==> src/uie_pkg.sv <==
// Purpose: constants and types for the uart interrupt enable logic
// Assumes: one channel per instance, 50 MHz ref_clk_i
// Notes: line status and modem status arrive from the channel core
//
// Behaviour
// - mask bit 7 set raises interrupt on clear-to-send rising edge.
// - mask bit 6 set raises interrupt on request-to-send rising edge.
// - mask bit 5 gates the stop-character interrupt; clear means none.
// - mask bit 4 drives sleep mode; resets to zero.
// - mask bit 3 raises modem interrupt when any modem change indicator sets.
// - mask bit 2 raises line interrupt while line status bits 4..1 present.
// - mask bit 1 raises transmit-empty at level 3; holding or fifo empty.
// - mask bit 0 raises receive-ready at level 2; data or trigger level.
// - each channel drives its own interrupt output pin.
// - receive status in source status follows trigger level with interrupt.
// - receive data ready sets on character into fifo, clears when empty.
// - transmit fifo emptied by shifter interrupts; clears on status read or write.
// - fifo on with all low four mask bits set (polled) gives no interrupts from those four sources.
// - line bit 5 transmit fifo empty, bit 6 fifo and shifter empty.
// - line bits 4..1 report receive errors or break for polling.
// - line bit 7 flags any data error held in receive fifo.
// - upper four mask bits writable only while enhanced bit 4 set.
`default_nettype none
package uie_pkg;
	localparam int MASK_W      = 8;
	localparam int B_CTS       = 7;
	localparam int B_RTS       = 6;
	localparam int B_XOFF      = 5;
	localparam int B_SLEEP     = 4;
	localparam int B_MODEM     = 3;
	localparam int B_LINE      = 2;
	localparam int B_TXE       = 1;
	localparam int B_RXR       = 0;
	localparam logic [7:0] MASK_RST  = 8'h00;
	localparam logic [7:0] UPPER_MSK = 8'hf0;
	localparam logic [7:0] LOWER_MSK = 8'h0f;
	localparam int LVL_W = 8;
	// source status priority codes (bits 5:0)
	localparam logic [5:0] SRC_NONE  = 6'h01;
	localparam logic [5:0] SRC_LINE  = 6'h06;
	localparam logic [5:0] SRC_RXR   = 6'h04;
	localparam logic [5:0] SRC_TXE   = 6'h02;
	localparam logic [5:0] SRC_MODEM = 6'h00;
	localparam logic [5:0] SRC_XOFF  = 6'h10;
	localparam logic [5:0] SRC_CTRTS = 6'h20;

	typedef struct packed {
		logic       fifo_en;     // fifo_control bit 0
		logic       rx_push;     // char moved from rx_shifter into fifo
		logic       rx_hold_full;
		logic [7:0] rx_level;
		logic [7:0] rx_trigger;
		logic       rx_err_in_fifo;
		logic [3:0] rx_err;       // break, framing, parity, overrun
		logic       tx_fifo_empty;
		logic       tx_shift_empty;
		logic       tx_shift_load; // shifter takes last byte
		logic [3:0] modem_delta;
		logic       xoff_seen;
	} uie_core_t;

	typedef struct packed {
		logic       wr;
		logic       rd_src;     // read of interrupt_source_status
		logic       wr_tx;      // write of tx_holding
		logic [7:0] wdata;
		logic       efr_en;     // enhanced_feature_control bit 4
	} uie_host_t;
endpackage : uie_pkg
`default_nettype wire

==> src/uie_sync.sv <==
// Purpose: two-stage synchroniser for pin inputs
// Assumes: single bit levels
// Notes: first stage is read only by the second
`timescale 1ns/1ps
`default_nettype none
module uie_sync (
	// clock and reset
	input  wire logic ref_clk_i,
	input  wire logic rst_i,
	// data
	input  wire logic d_i,
	output var  logic q_o
);
	logic meta_ff;
	logic nxt_meta;
	logic nxt_q;
	always_comb begin
		nxt_meta = d_i;
		nxt_q    = meta_ff;
	end
	always_ff @(posedge ref_clk_i or posedge rst_i) begin
		if (rst_i) begin
			meta_ff <= 1'b0;
			q_o     <= 1'b0;
		end else begin
			meta_ff <= nxt_meta;
			q_o     <= nxt_q;
		end
	end
endmodule // uie_sync
`default_nettype wire

==> src/uie_top.sv <==
// Purpose: interrupt mask, source qualification and line status for one channel
// Assumes: host strobes are one-cycle pulses on ref_clk_i
// Notes: clear_to_send_in is an active-low pin, synchronised here
`timescale 1ns/1ps
`default_nettype none
module uie_top (
	// clock and reset
	input  wire logic              ref_clk_i,
	input  wire logic              rst_i,
	// host side
	input  wire uie_pkg::uie_host_t host_i,
	// channel core
	input  wire uie_pkg::uie_core_t core_i,
	input  wire logic              clear_to_send_in_n_i,
	input  wire logic              request_to_send_out_n_i,
	// outputs
	output var  logic [7:0]        interrupt_mask_o,
	output var  logic [7:0]        interrupt_source_status_o,
	output var  logic [7:0]        line_status_o,
	output var  logic              sleep_o,
	output var  logic              irq_out_o
);
	import uie_pkg::*;

	// ********************************
	// pin synchronisation
	// ********************************
	logic cts_n_s;
	uie_sync uie_sync_inst (
		.ref_clk_i (ref_clk_i),
		.rst_i     (rst_i),
		.d_i       (clear_to_send_in_n_i),
		.q_o       (cts_n_s)
	);

	// ********************************
	// mask register
	// ********************************
	logic [7:0] mask_ff;
	logic [7:0] nxt_mask;
	logic [7:0] wmask;
	always_comb begin
		wmask    = host_i.efr_en ? (UPPER_MSK | LOWER_MSK) : LOWER_MSK;
		nxt_mask = mask_ff;
		if (host_i.wr) begin
			nxt_mask = (host_i.wdata & wmask) | (mask_ff & ~wmask);
		end
	end

	// ********************************
	// pending sources
	// ********************************
	logic       cts_ff;
	logic       rts_ff;
	logic       cts_pend_ff;
	logic       rts_pend_ff;
	logic       modem_pend_ff;
	logic       xoff_pend_ff;
	logic       txe_pend_ff;
	logic       nxt_cts;
	logic       nxt_rts;
	logic       nxt_cts_pend;
	logic       nxt_rts_pend;
	logic       nxt_modem_pend;
	logic       nxt_xoff_pend;
	logic       nxt_txe_pend;
	logic       polled;
	logic       rx_ready;
	logic       line_pend;
	logic       txe_cond;
	logic [7:0] act;
	logic [5:0] src;

	always_comb begin
		// pin levels, active low so rising pin edge is 0->1 of the pin itself
		nxt_cts = cts_n_s;
		nxt_rts = request_to_send_out_n_i;
		polled  = core_i.fifo_en & (mask_ff[3:0] == LOWER_MSK[3:0]);
		// level sources
		if (core_i.fifo_en) begin
			rx_ready = (core_i.rx_level >= core_i.rx_trigger) && (|core_i.rx_level);
			txe_cond = txe_pend_ff;
		end else begin
			rx_ready = core_i.rx_hold_full;
			txe_cond = core_i.tx_fifo_empty;
		end
		line_pend = |core_i.rx_err;
		// sticky sources except modem (which follows modem_delta): set wins over clear
		nxt_cts_pend = cts_pend_ff;
		if (host_i.rd_src) nxt_cts_pend = 1'b0;
		if (~cts_ff & cts_n_s) nxt_cts_pend = 1'b1;
		nxt_rts_pend = rts_pend_ff;
		if (host_i.rd_src) nxt_rts_pend = 1'b0;
		if (~rts_ff & request_to_send_out_n_i) nxt_rts_pend = 1'b1;
		nxt_modem_pend = |core_i.modem_delta;
		nxt_xoff_pend = xoff_pend_ff;
		if (host_i.rd_src) nxt_xoff_pend = 1'b0;
		if (core_i.xoff_seen) nxt_xoff_pend = 1'b1;
		nxt_txe_pend = txe_pend_ff;
		if (host_i.rd_src | host_i.wr_tx) nxt_txe_pend = 1'b0;
		if (core_i.tx_shift_load & core_i.tx_fifo_empty) nxt_txe_pend = 1'b1;
		// masked sources
		act[B_CTS]   = mask_ff[B_CTS] & cts_pend_ff;
		act[B_RTS]   = mask_ff[B_RTS] & rts_pend_ff;
		act[B_XOFF]  = mask_ff[B_XOFF] & xoff_pend_ff;
		act[B_SLEEP] = 1'b0;
		act[B_MODEM] = mask_ff[B_MODEM] & modem_pend_ff & ~polled;
		act[B_LINE]  = mask_ff[B_LINE] & line_pend & ~polled;
		act[B_TXE]   = mask_ff[B_TXE] & txe_cond & ~polled;
		act[B_RXR]   = mask_ff[B_RXR] & rx_ready & ~polled;
		// priority encode
		if (act[B_LINE])                src = SRC_LINE;
		else if (act[B_RXR])            src = SRC_RXR;
		else if (act[B_TXE])            src = SRC_TXE;
		else if (act[B_MODEM])          src = SRC_MODEM;
		else if (act[B_XOFF])           src = SRC_XOFF;
		else if (act[B_CTS] | act[B_RTS]) src = SRC_CTRTS;
		else                            src = SRC_NONE;
	end

	// ********************************
	// line status
	// ********************************
	logic [7:0] nxt_line;
	logic       rdr_ff;
	logic       nxt_rdr;
	always_comb begin
		nxt_rdr = rdr_ff;
		if (!(|core_i.rx_level) && !core_i.rx_push) nxt_rdr = 1'b0;
		if (core_i.rx_push) nxt_rdr = 1'b1;
		nxt_line[0]   = nxt_rdr;
		nxt_line[4:1] = core_i.rx_err;
		nxt_line[5]   = core_i.tx_fifo_empty;
		nxt_line[6]   = core_i.tx_fifo_empty & core_i.tx_shift_empty;
		nxt_line[7]   = core_i.fifo_en & core_i.rx_err_in_fifo;
	end

	// ********************************
	// registers
	// ********************************
	always_ff @(posedge ref_clk_i or posedge rst_i) begin
		if (rst_i) begin
			mask_ff          <= MASK_RST;
			interrupt_mask_o <= MASK_RST;
			sleep_o          <= 1'b0;
		end else begin
			mask_ff          <= nxt_mask;
			interrupt_mask_o <= nxt_mask;
			sleep_o          <= nxt_mask[B_SLEEP];
		end
	end

	always_ff @(posedge ref_clk_i or posedge rst_i) begin
		if (rst_i) begin
			cts_ff        <= 1'b0;
			rts_ff        <= 1'b0;
			cts_pend_ff   <= 1'b0;
			rts_pend_ff   <= 1'b0;
			modem_pend_ff <= 1'b0;
			xoff_pend_ff  <= 1'b0;
			txe_pend_ff   <= 1'b0;
		end else begin
			cts_ff        <= nxt_cts;
			rts_ff        <= nxt_rts;
			cts_pend_ff   <= nxt_cts_pend;
			rts_pend_ff   <= nxt_rts_pend;
			modem_pend_ff <= nxt_modem_pend;
			xoff_pend_ff  <= nxt_xoff_pend;
			txe_pend_ff   <= nxt_txe_pend;
		end
	end

	always_ff @(posedge ref_clk_i or posedge rst_i) begin
		if (rst_i) begin
			rdr_ff        <= 1'b0;
			line_status_o <= '0;
		end else begin
			rdr_ff        <= nxt_rdr;
			line_status_o <= nxt_line;
		end
	end

	always_ff @(posedge ref_clk_i or posedge rst_i) begin
		if (rst_i) begin
			interrupt_source_status_o <= {2'b00, SRC_NONE};
			irq_out_o                 <= 1'b0;
		end else begin
			interrupt_source_status_o <= {2'b00, src};
			irq_out_o                 <= |act;
		end
	end

	// ********************************
	// checks: mask and output
	// ********************************
	upper_lock_a: assert property (@(posedge ref_clk_i) disable iff (rst_i)
		(host_i.wr && !host_i.efr_en) |=> (mask_ff[7:4] == $past(mask_ff[7:4])))
		else $error("upper mask bits changed while locked");
	lower_write_a: assert property (@(posedge ref_clk_i) disable iff (rst_i)
		host_i.wr |=> ((mask_ff & LOWER_MSK) == ($past(host_i.wdata) & LOWER_MSK)))
		else $error("lower mask bits not written");
	sleep_follow_a: assert property (@(posedge ref_clk_i) disable iff (rst_i)
		##1 sleep_o == mask_ff[B_SLEEP])
		else $error("sleep output disagrees with mask");
	sleep_write_a: assert property (@(posedge ref_clk_i) disable iff (rst_i)
		(host_i.wr && host_i.efr_en && host_i.wdata[B_SLEEP]) |=> sleep_o)
		else $error("sleep not entered on write");
	irq_track_a: assert property (@(posedge ref_clk_i) disable iff (rst_i)
		|act |=> irq_out_o)
		else $error("irq not raised for pending source");
	irq_idle_a: assert property (@(posedge ref_clk_i) disable iff (rst_i)
		!(|act) |=> !irq_out_o)
		else $error("irq raised with nothing pending");
	polled_quiet_a: assert property (@(posedge ref_clk_i) disable iff (rst_i)
		polled |-> !(act[B_RXR] | act[B_TXE] | act[B_LINE] | act[B_MODEM]))
		else $error("interrupt in polled mode");

	// ********************************
	// checks: edge and sticky sources
	// ********************************
	cts_edge_a: assert property (@(posedge ref_clk_i) disable iff (rst_i)
		(!cts_ff && cts_n_s) |=> cts_pend_ff)
		else $error("clear-to-send edge lost");
	cts_irq_a: assert property (@(posedge ref_clk_i) disable iff (rst_i)
		(mask_ff[B_CTS] && cts_pend_ff) |=> irq_out_o)
		else $error("clear-to-send interrupt missing");
	rts_edge_a: assert property (@(posedge ref_clk_i) disable iff (rst_i)
		(!rts_ff && request_to_send_out_n_i) |=> rts_pend_ff)
		else $error("request-to-send edge lost");
	rts_irq_a: assert property (@(posedge ref_clk_i) disable iff (rst_i)
		(mask_ff[B_RTS] && rts_pend_ff) |=> irq_out_o)
		else $error("request-to-send interrupt missing");
	xoff_set_a: assert property (@(posedge ref_clk_i) disable iff (rst_i)
		core_i.xoff_seen |=> xoff_pend_ff)
		else $error("stop character not held pending");
	xoff_gate_a: assert property (@(posedge ref_clk_i) disable iff (rst_i)
		!mask_ff[B_XOFF] |-> !act[B_XOFF])
		else $error("stop character interrupt not gated");
	txe_set_a: assert property (@(posedge ref_clk_i) disable iff (rst_i)
		(core_i.tx_shift_load && core_i.tx_fifo_empty) |=> txe_pend_ff)
		else $error("transmit empty not set on fifo drain");
	txe_clear_a: assert property (@(posedge ref_clk_i) disable iff (rst_i)
		(host_i.wr_tx && !(core_i.tx_shift_load && core_i.tx_fifo_empty)) |=> !txe_pend_ff)
		else $error("transmit empty not cleared by write");
	txe_rd_a: assert property (@(posedge ref_clk_i) disable iff (rst_i)
		(host_i.rd_src && !(core_i.tx_shift_load && core_i.tx_fifo_empty)) |=> !txe_pend_ff)
		else $error("transmit empty not cleared by status read");

	// ********************************
	// checks: level sources and line status
	// ********************************
	modem_pend_a: assert property (@(posedge ref_clk_i) disable iff (rst_i)
		(|core_i.modem_delta) |=> modem_pend_ff)
		else $error("modem change not pending");
	modem_irq_a: assert property (@(posedge ref_clk_i) disable iff (rst_i)
		(mask_ff[B_MODEM] && modem_pend_ff && !polled) |=> irq_out_o)
		else $error("modem interrupt missing");
	line_irq_a: assert property (@(posedge ref_clk_i) disable iff (rst_i)
		(mask_ff[B_LINE] && (|core_i.rx_err) && !polled) |=> irq_out_o)
		else $error("line interrupt missing");
	line_src_a: assert property (@(posedge ref_clk_i) disable iff (rst_i)
		(mask_ff[B_LINE] && (|core_i.rx_err) && !polled) |=> (interrupt_source_status_o[5:0] == SRC_LINE))
		else $error("line source code missing");
	txe_irq_a: assert property (@(posedge ref_clk_i) disable iff (rst_i)
		(mask_ff[B_TXE] && !core_i.fifo_en && core_i.tx_fifo_empty) |=> irq_out_o)
		else $error("transmit empty interrupt missing");
	rxr_irq_a: assert property (@(posedge ref_clk_i) disable iff (rst_i)
		(mask_ff[B_RXR] && !core_i.fifo_en && core_i.rx_hold_full) |=> irq_out_o)
		else $error("receive ready interrupt missing");
	rx_trig_a: assert property (@(posedge ref_clk_i) disable iff (rst_i)
		(mask_ff[B_RXR] && core_i.fifo_en && !polled && (|core_i.rx_level)
		&& (core_i.rx_level >= core_i.rx_trigger)) |=> irq_out_o)
		else $error("trigger level interrupt missing");
	rx_below_a: assert property (@(posedge ref_clk_i) disable iff (rst_i)
		(core_i.fifo_en && (core_i.rx_level < core_i.rx_trigger)) |-> !act[B_RXR])
		else $error("receive ready below trigger level");
	src_rx_a: assert property (@(posedge ref_clk_i) disable iff (rst_i)
		(act[B_RXR] && !act[B_LINE]) |=> (interrupt_source_status_o[5:0] == SRC_RXR))
		else $error("receive source code missing");
	rdr_set_a: assert property (@(posedge ref_clk_i) disable iff (rst_i)
		core_i.rx_push |=> line_status_o[0])
		else $error("data ready not set on push");
	rdr_hold_a: assert property (@(posedge ref_clk_i) disable iff (rst_i)
		(!core_i.rx_push && (|core_i.rx_level)) |=> (rdr_ff == $past(rdr_ff)))
		else $error("data ready changed while fifo holds data");
	lsr_temt_a: assert property (@(posedge ref_clk_i) disable iff (rst_i)
		##1 line_status_o[6] |-> line_status_o[5])
		else $error("shifter-empty without fifo-empty");
	lsr_thre_a: assert property (@(posedge ref_clk_i) disable iff (rst_i)
		core_i.tx_fifo_empty |=> line_status_o[5])
		else $error("fifo empty not reported");
	lsr_full_a: assert property (@(posedge ref_clk_i) disable iff (rst_i)
		!core_i.tx_fifo_empty |=> !line_status_o[5])
		else $error("fifo empty reported while data held");
	lsr_err_a: assert property (@(posedge ref_clk_i) disable iff (rst_i)
		1'b1 |=> (line_status_o[4:1] == $past(core_i.rx_err)))
		else $error("receive error bits not reported");
	lsr_ferr_a: assert property (@(posedge ref_clk_i) disable iff (rst_i)
		(core_i.fifo_en && core_i.rx_err_in_fifo) |=> line_status_o[7])
		else $error("fifo data error not reported");
	lsr_fok_a: assert property (@(posedge ref_clk_i) disable iff (rst_i)
		!core_i.rx_err_in_fifo |=> !line_status_o[7])
		else $error("fifo data error reported without cause");
endmodule // uie_top
`default_nettype wire

==> config.mk <==
export PLATFORM = sky130hd
export DESIGN_NAME = uie_top
export DESIGN_NICKNAME = d
export VERILOG_FILES = /design/src/uie_pkg.sv /design/src/uie_sync.sv /design/src/uie_top.sv
export SDC_FILE = /design/constraint.sdc
export NUM_CORES = 1
export LEC_CHECK = 0
export BUFFER_PORTS_ARGS = -buffer_cell sky130_fd_sc_hd__buf_2
export CORE_UTILIZATION = 48
export DETAILED_ROUTE_END_ITERATION = 8
export GPL_TIMING_DRIVEN = 0
export PLACE_DENSITY = 0.84
export SLEW_MARGIN = 20
export SYNTH_ARGS = -nofsm -noshare
export SYNTH_HDL_FRONTEND = slang
export SYNTH_SLANG_ARGS = --single-unit
==> constraint.sdc <==
create_clock -name ref_clk_i -period 3.75 [get_ports ref_clk_i]
set_input_delay 0.375 -clock ref_clk_i [delete_from_list [all_inputs] [get_ports ref_clk_i]]
set_output_delay 0.375 -clock ref_clk_i [all_outputs]
set_load 0.03 [all_outputs]
Word-level counts from Yosys, hierarchy flattened
Index checks and enable logic that the tools add are counted.
{ "classes": {"add_sub_neg": 0, "n_mul": 0, "div": 0, "magnitude_cmp": 1, "n_eq_ne": 1, "n_shift": 0, "n_mux": 17, "n_bitwise": 26, "n_reduce_logical": 12} }
{ "ops": {"columns": ["operator", "count"], "rows": [
  ["two-way mux 6 bit", 6],
  ["AND 1 bit", 17],
  ["AND 8 bit", 2],
  ["two-way mux 1 bit", 10],
  [">= comparator 8 bit", 1],
  ["two-way mux 8 bit", 1],
  ["inverter 8 bit", 1],
  ["bitwise OR 8 bit", 1],
  ["nonzero test 2 bit", 4],
  ["OR reduction 4 bit", 2],
  ["OR reduction 8 bit", 1],
  ["OR reduction 7 bit", 1],
  ["equality test 4 bit, second input constant", 1],
  ["inverter 1 bit", 3],
  ["logical AND 1 bit", 2],
  ["zero test 1 bit", 2],
  ["bitwise OR 1 bit", 2]
]} }
{ "word_totals": {"regBits": 33, "latchBits": 0, "ram_bits": 0, "rom_bits": 0, "in_bits": 48, "out_inout_bits": 26, "word_cells": 72, "n_memories": 0} }

Depth between registers and ports, before layout
{ "logic_depth": {"word_depth": 8, "ltp_mapped": 7, "depth_no_buf": 7} }

Modules after synthesis
A second synthesis with hierarchy kept.
{ "unflattened": {"cells_unflattened": 119, "area_unflattened_um2": 1435.1} }
{ "by_module_without_submodules": {"columns": ["module", "n_inst", "cells_each", "area_per_inst_um2", "seq_area_each_um2"], "rows": [
  ["uie_top", 1, 116, 1381.3, 726.9],
  ["uie_sync", 1, 3, 53.8, 50.0]
]} }

Least setup slack after synthesis
No wires, ideal clock.
{ "synth_timing": {"path_type": "input to register", "start": "in core_i[21] (netlist bit)", "end": "reg irq_out_o", "setup_ns": 0.119, "t_arrival_ns": 1.604, "required_ns": 3.631, "setup_slack_ns": 2.027, "cell_stages": 7, "path_buffers": 0, "path_cell_list": "inv_1 ha_1 nand2b_4 a2111oi_4 o31a_1 a31oi_4 o21a_1"} }
{ "synth_via": {"elab_chain_cells": 6, "word_cells_on_any_way": 7, "classes_between": "order compare (1); mux (1); bitwise (2); reduce/logical (3)"} }
{ "synth_rtl": {"columns": ["element", "line", "text"], "rows": [
  ["from (decl)", "uie_top.sv:13", "input wire uie_pkg::uie_core_t core_i,"],
  [">= comparator 8 bit / OR reduction 8 bit (equally long branches)", "uie_top.sv:81", "rx_ready = (core_i.rx_level >= core_i.rx_trigger) && (|core_i.rx_level);"],
  ["logical AND 1 bit *", "uie_top.sv:81", null],
  ["two-way mux 1 bit *", "uie_top.sv:80", "if (core_i.fifo_en) begin"],
  ["AND 1 bit * (2 in series)", "uie_top.sv:110", "act[B_RXR] = mask_ff[B_RXR] & rx_ready & ~polled;"],
  ["OR reduction 7 bit *", "uie_top.sv:189", "irq_out_o <= |act;"],
  ["to (signal assigned)", "uie_top.sv:189", null],
  ["to (decl)", "uie_top.sv:21", "output var logic irq_out_o"]
]} }
Every way passes the cells marked *; elsewhere a longest branch is shown, timed or not.
A chain may end at the register's enable or synchronous reset.

Final worst setup path
Ends and elaborated chain as after synthesis.

==> run summary <==
### Yosys
- synthesized area: 0.00143 sq mm
- count of warnings emitted by yosys: 0
- number of distinct library cells after synthesis: 37
- Synth async-reset ratio: 100%
- Synth Area per Inst: 12.1 sq um
- EDFF count, synth: 0
- number of instances in the synthesized netlist: 118
- area fraction of the dominant cell type after synthesis: 52.4%
- leading cell types by total area after synthesis: sky130_fd_sc_hd__dfrtp_1, sky130_fd_sc_hd__ha_1, sky130_fd_sc_hd__mux2_2, sky130_fd_sc_hd__inv_1, sky130_fd_sc_hd__buf_4
- post-synthesis sequential element count: 31
- Post-synth top flop: sky130_fd_sc_hd__dfrtp_1
- portion of the post-synthesis area used by sequential elements: 54.3%
- Yosys top cell by area: sky130_fd_sc_hd__dfrtp_1

### STA
- Slew Limit Headroom: 58.5%
- time the worst path needs with I/O delays and setup: 1.63 ns
- fmax: 615 MHz
- post-route setup TNS: 0 ns
- number of setup violations in the final report: 0
- final hold slack: 0.119 ns
- Tcrit/Tclk final: 43.4%
- worst clock skew on the final layout: 0.00728 ns
- hold violation total from the final report: 0
- measured slew at the worst slew-check pin: 0.621 ns
- unrepaired setup endpoints after global routing: false
- Final Max Tran Viols: 0

### Floorplan
- core region area: 0.00278 sq mm
- standard-cell row count: 19
- horizontal die dimension: 56.6 microns
- I/O pin total: 74
- die outline height: 56.6 microns
- Die ar.: 0.00320 sq mm
- initial core utilization: 51.5%

### Layout
- Final Net Count: 253
- most frequent cells in the layout: sky130_fd_sc_hd__buf_2, sky130_fd_sc_hd__dfrtp_1, sky130_fd_sc_hd__inv_1
- area delta synth->final: 31.9%
- total inserted antenna cells: 0
- most common cell after layout, fill and taps aside: sky130_fd_sc_hd__buf_2
- final core utilization: 67.9%
- fraction of layout cells with a size suffix above 1: 49.5%
- Final Cell Area: 0.00189 sq mm
- count of non-filler cells in the finished layout: 229

### Clock tree
- clock sink total: 31
- CTS clk-pin slew, worst paths: 0.09 ns
- Gates resized, CTS repair: 0
- CTS hold repair buffers: 0
- insertion delay to the later sink of the worst-skew pair: 0.32 ns
- H-tree levels: 2
- Post CTS Setup Buffer Count: 0
- TritonCTS buffer count: 5
- master cell of the clock root buffer: sky130_fd_sc_hd__clkbuf_4
- TritonCTS clock tree: done
- maximum buffer depth of the clock tree: 2

### Global routing
- largest net degree at the start of global routing: 32
- antenna violations before repair: 0
- first-pass GRT wire length: 5.13 mm
- vias in the first global route: 1196
- total track usage: 21.9%
- Congestion Overflow GR: 0

### Route
- antenna-violating nets left: 0
- vias: 1205
- DR WL/cell: 13.7 microns
- Initial DRC Count: 10
- Detailed Routing Iterations Pass 1: 4
- drt total wl: 3.14 mm
- final routed DRC violation total: 0
- via density per instance: 5.26

### Critical path
- Slowest cell on crit path: sky130_fd_sc_hd__a2111oi_4
- CP Class: in2reg
- Worst path max stage delay: 0.34 ns
- required time of the critical path: 3.96 ns
- Worst Path Arrival: 1.84 ns
- crit path max fanout: 5
- Critical Path Start Type: primary input
- type of destination of the critical path: flop
- crit-path cells: buf_2, inv_1, ha_1, nand2b_4, a2111oi_4, o31a_1, a31oi_4, o21a_1

### Placed design
- placed wire-length estimate after detailed placement: 2.58 mm
- placed cell count: 221
- post-place instance area: 0.00183 sq mm
- number of port buffers: 70
- routability-driven placement congestion ratio: 0.779

### Power
- power per unit of standard cell area: 410 mW/mm^2
- worst ir drop on vdd: 0.000354 V
- Pleak: 0.000985 uW

### Outcome
- status: finished, final reports clean

### Worst hold path
- Hold/Removal Path Class: in2async

### Run
- Max Cap Violations: 0

==> cell usage after synthesis, types with 2 or more instances <==
| master | number |
|---|---|
| sky130_fd_sc_hd__inv_1 | 13 |
| sky130_fd_sc_hd__a21o_1 | 2 |
| sky130_fd_sc_hd__a22o_1 | 3 |
| sky130_fd_sc_hd__o21ai_1 | 2 |
| sky130_fd_sc_hd__nand2_1 | 8 |
| sky130_fd_sc_hd__o21a_1 | 3 |
| sky130_fd_sc_hd__nor2_1 | 5 |
| sky130_fd_sc_hd__a22oi_1 | 2 |
| sky130_fd_sc_hd__ha_1 | 8 |
| sky130_fd_sc_hd__a21oi_1 | 3 |
| sky130_fd_sc_hd__and2_1 | 3 |
| sky130_fd_sc_hd__buf_4 | 5 |
| sky130_fd_sc_hd__dfrtp_1 | 30 |
| sky130_fd_sc_hd__mux2_2 | 8 |
==> layout make-up <==
class,instances,area (sq um)
fill,221,893
sequential,31,777
multi-input combinational,71,576
timing repair buffer,70,350
clock buffer,7,55.1
inverter,13,48.8
tap,31,38.8
buffer,5,37.5
clock inverter,1,5.00
==> kinds of logic after synthesis <==
logic type	share of synthesized area (%)
DFF	54.3
AOI/OAI and AO/OA	15.5
and+or+nand+nor	9.88
buffers and inverters	6.03
muxes	7.08
adders and majority gates	6.99
other	0.262
==> worst max-delay path: cells and delay by family <==
| kind | cells | cell delay [ns] |
|---|---|---|
| buffers and inverters | 2 | 0.14 |
| AOI/OAI and AO/OA | 4 | 0.89 |
| and+or+nand+nor | 1 | 0.16 |
| adders and majority gates | 1 | 0.27 |
==> metrics by stage <==
| stage | setup WS [ns] | total power [uW] |
|---|---|---|
| after global routing | 2.10 | 821 |
| after detailed placement | 1.79 | 586 |
| after floorplan | 2.03 | 514 |
| after CTS | 2.12 | 782 |
| final | 2.12 | 774 |
| after global placement | 1.84 | 574 |
==> metal layers <==
layer	vias to the layer above	global-route usage [%]	wire [microns]
met5	-	0	0
met4	0	12.9	117
met3	13	8.06	217
met2	60	38.7	1700
met1	569	21.6	1110
li1	563	-	-
==> path summary, 6_finish.rpt <==
check / from / to / slack [ns] / cells past startpoint
min in group ref_clk_i: clear_to_send_in_n_i / uie_sync_inst.meta_ff$_DFF_PP0_ / 0.15 / 1
worst min-delay path: rst_i / xoff_pend_ff$_DFFE_PP0P_ / 0.12 / 2
worst max register to register: mask_ff[2]$_DFFE_PP0P_ / irq_out_o$_DFF_PP0_ / 2.29 / 5
max in group asynchronous: rst_i / interrupt_source_status_o[2]$_DFF_PP0_ / 3.22 / 2
worst max-delay path: core_i[21] / irq_out_o$_DFF_PP0_ / 2.12 / 8
worst min register to register: uie_sync_inst.meta_ff$_DFF_PP0_ / uie_sync_inst.q_o$_DFF_PP0_ / 0.37 / 0
==> report_power, final <==
| part | total [uW] | internal [uW] | leakage, uW | switching, uW |
|---|---|---|---|---|
| registers | 381 | 363 | 0.000360 | 17.4 |
| clock network | 196 | 90.7 | 0.0000353 | 105 |
| logic | 197 | 79.5 | 0.000589 | 118 |
Note: power is estimated with default switching activity, not from simulation.
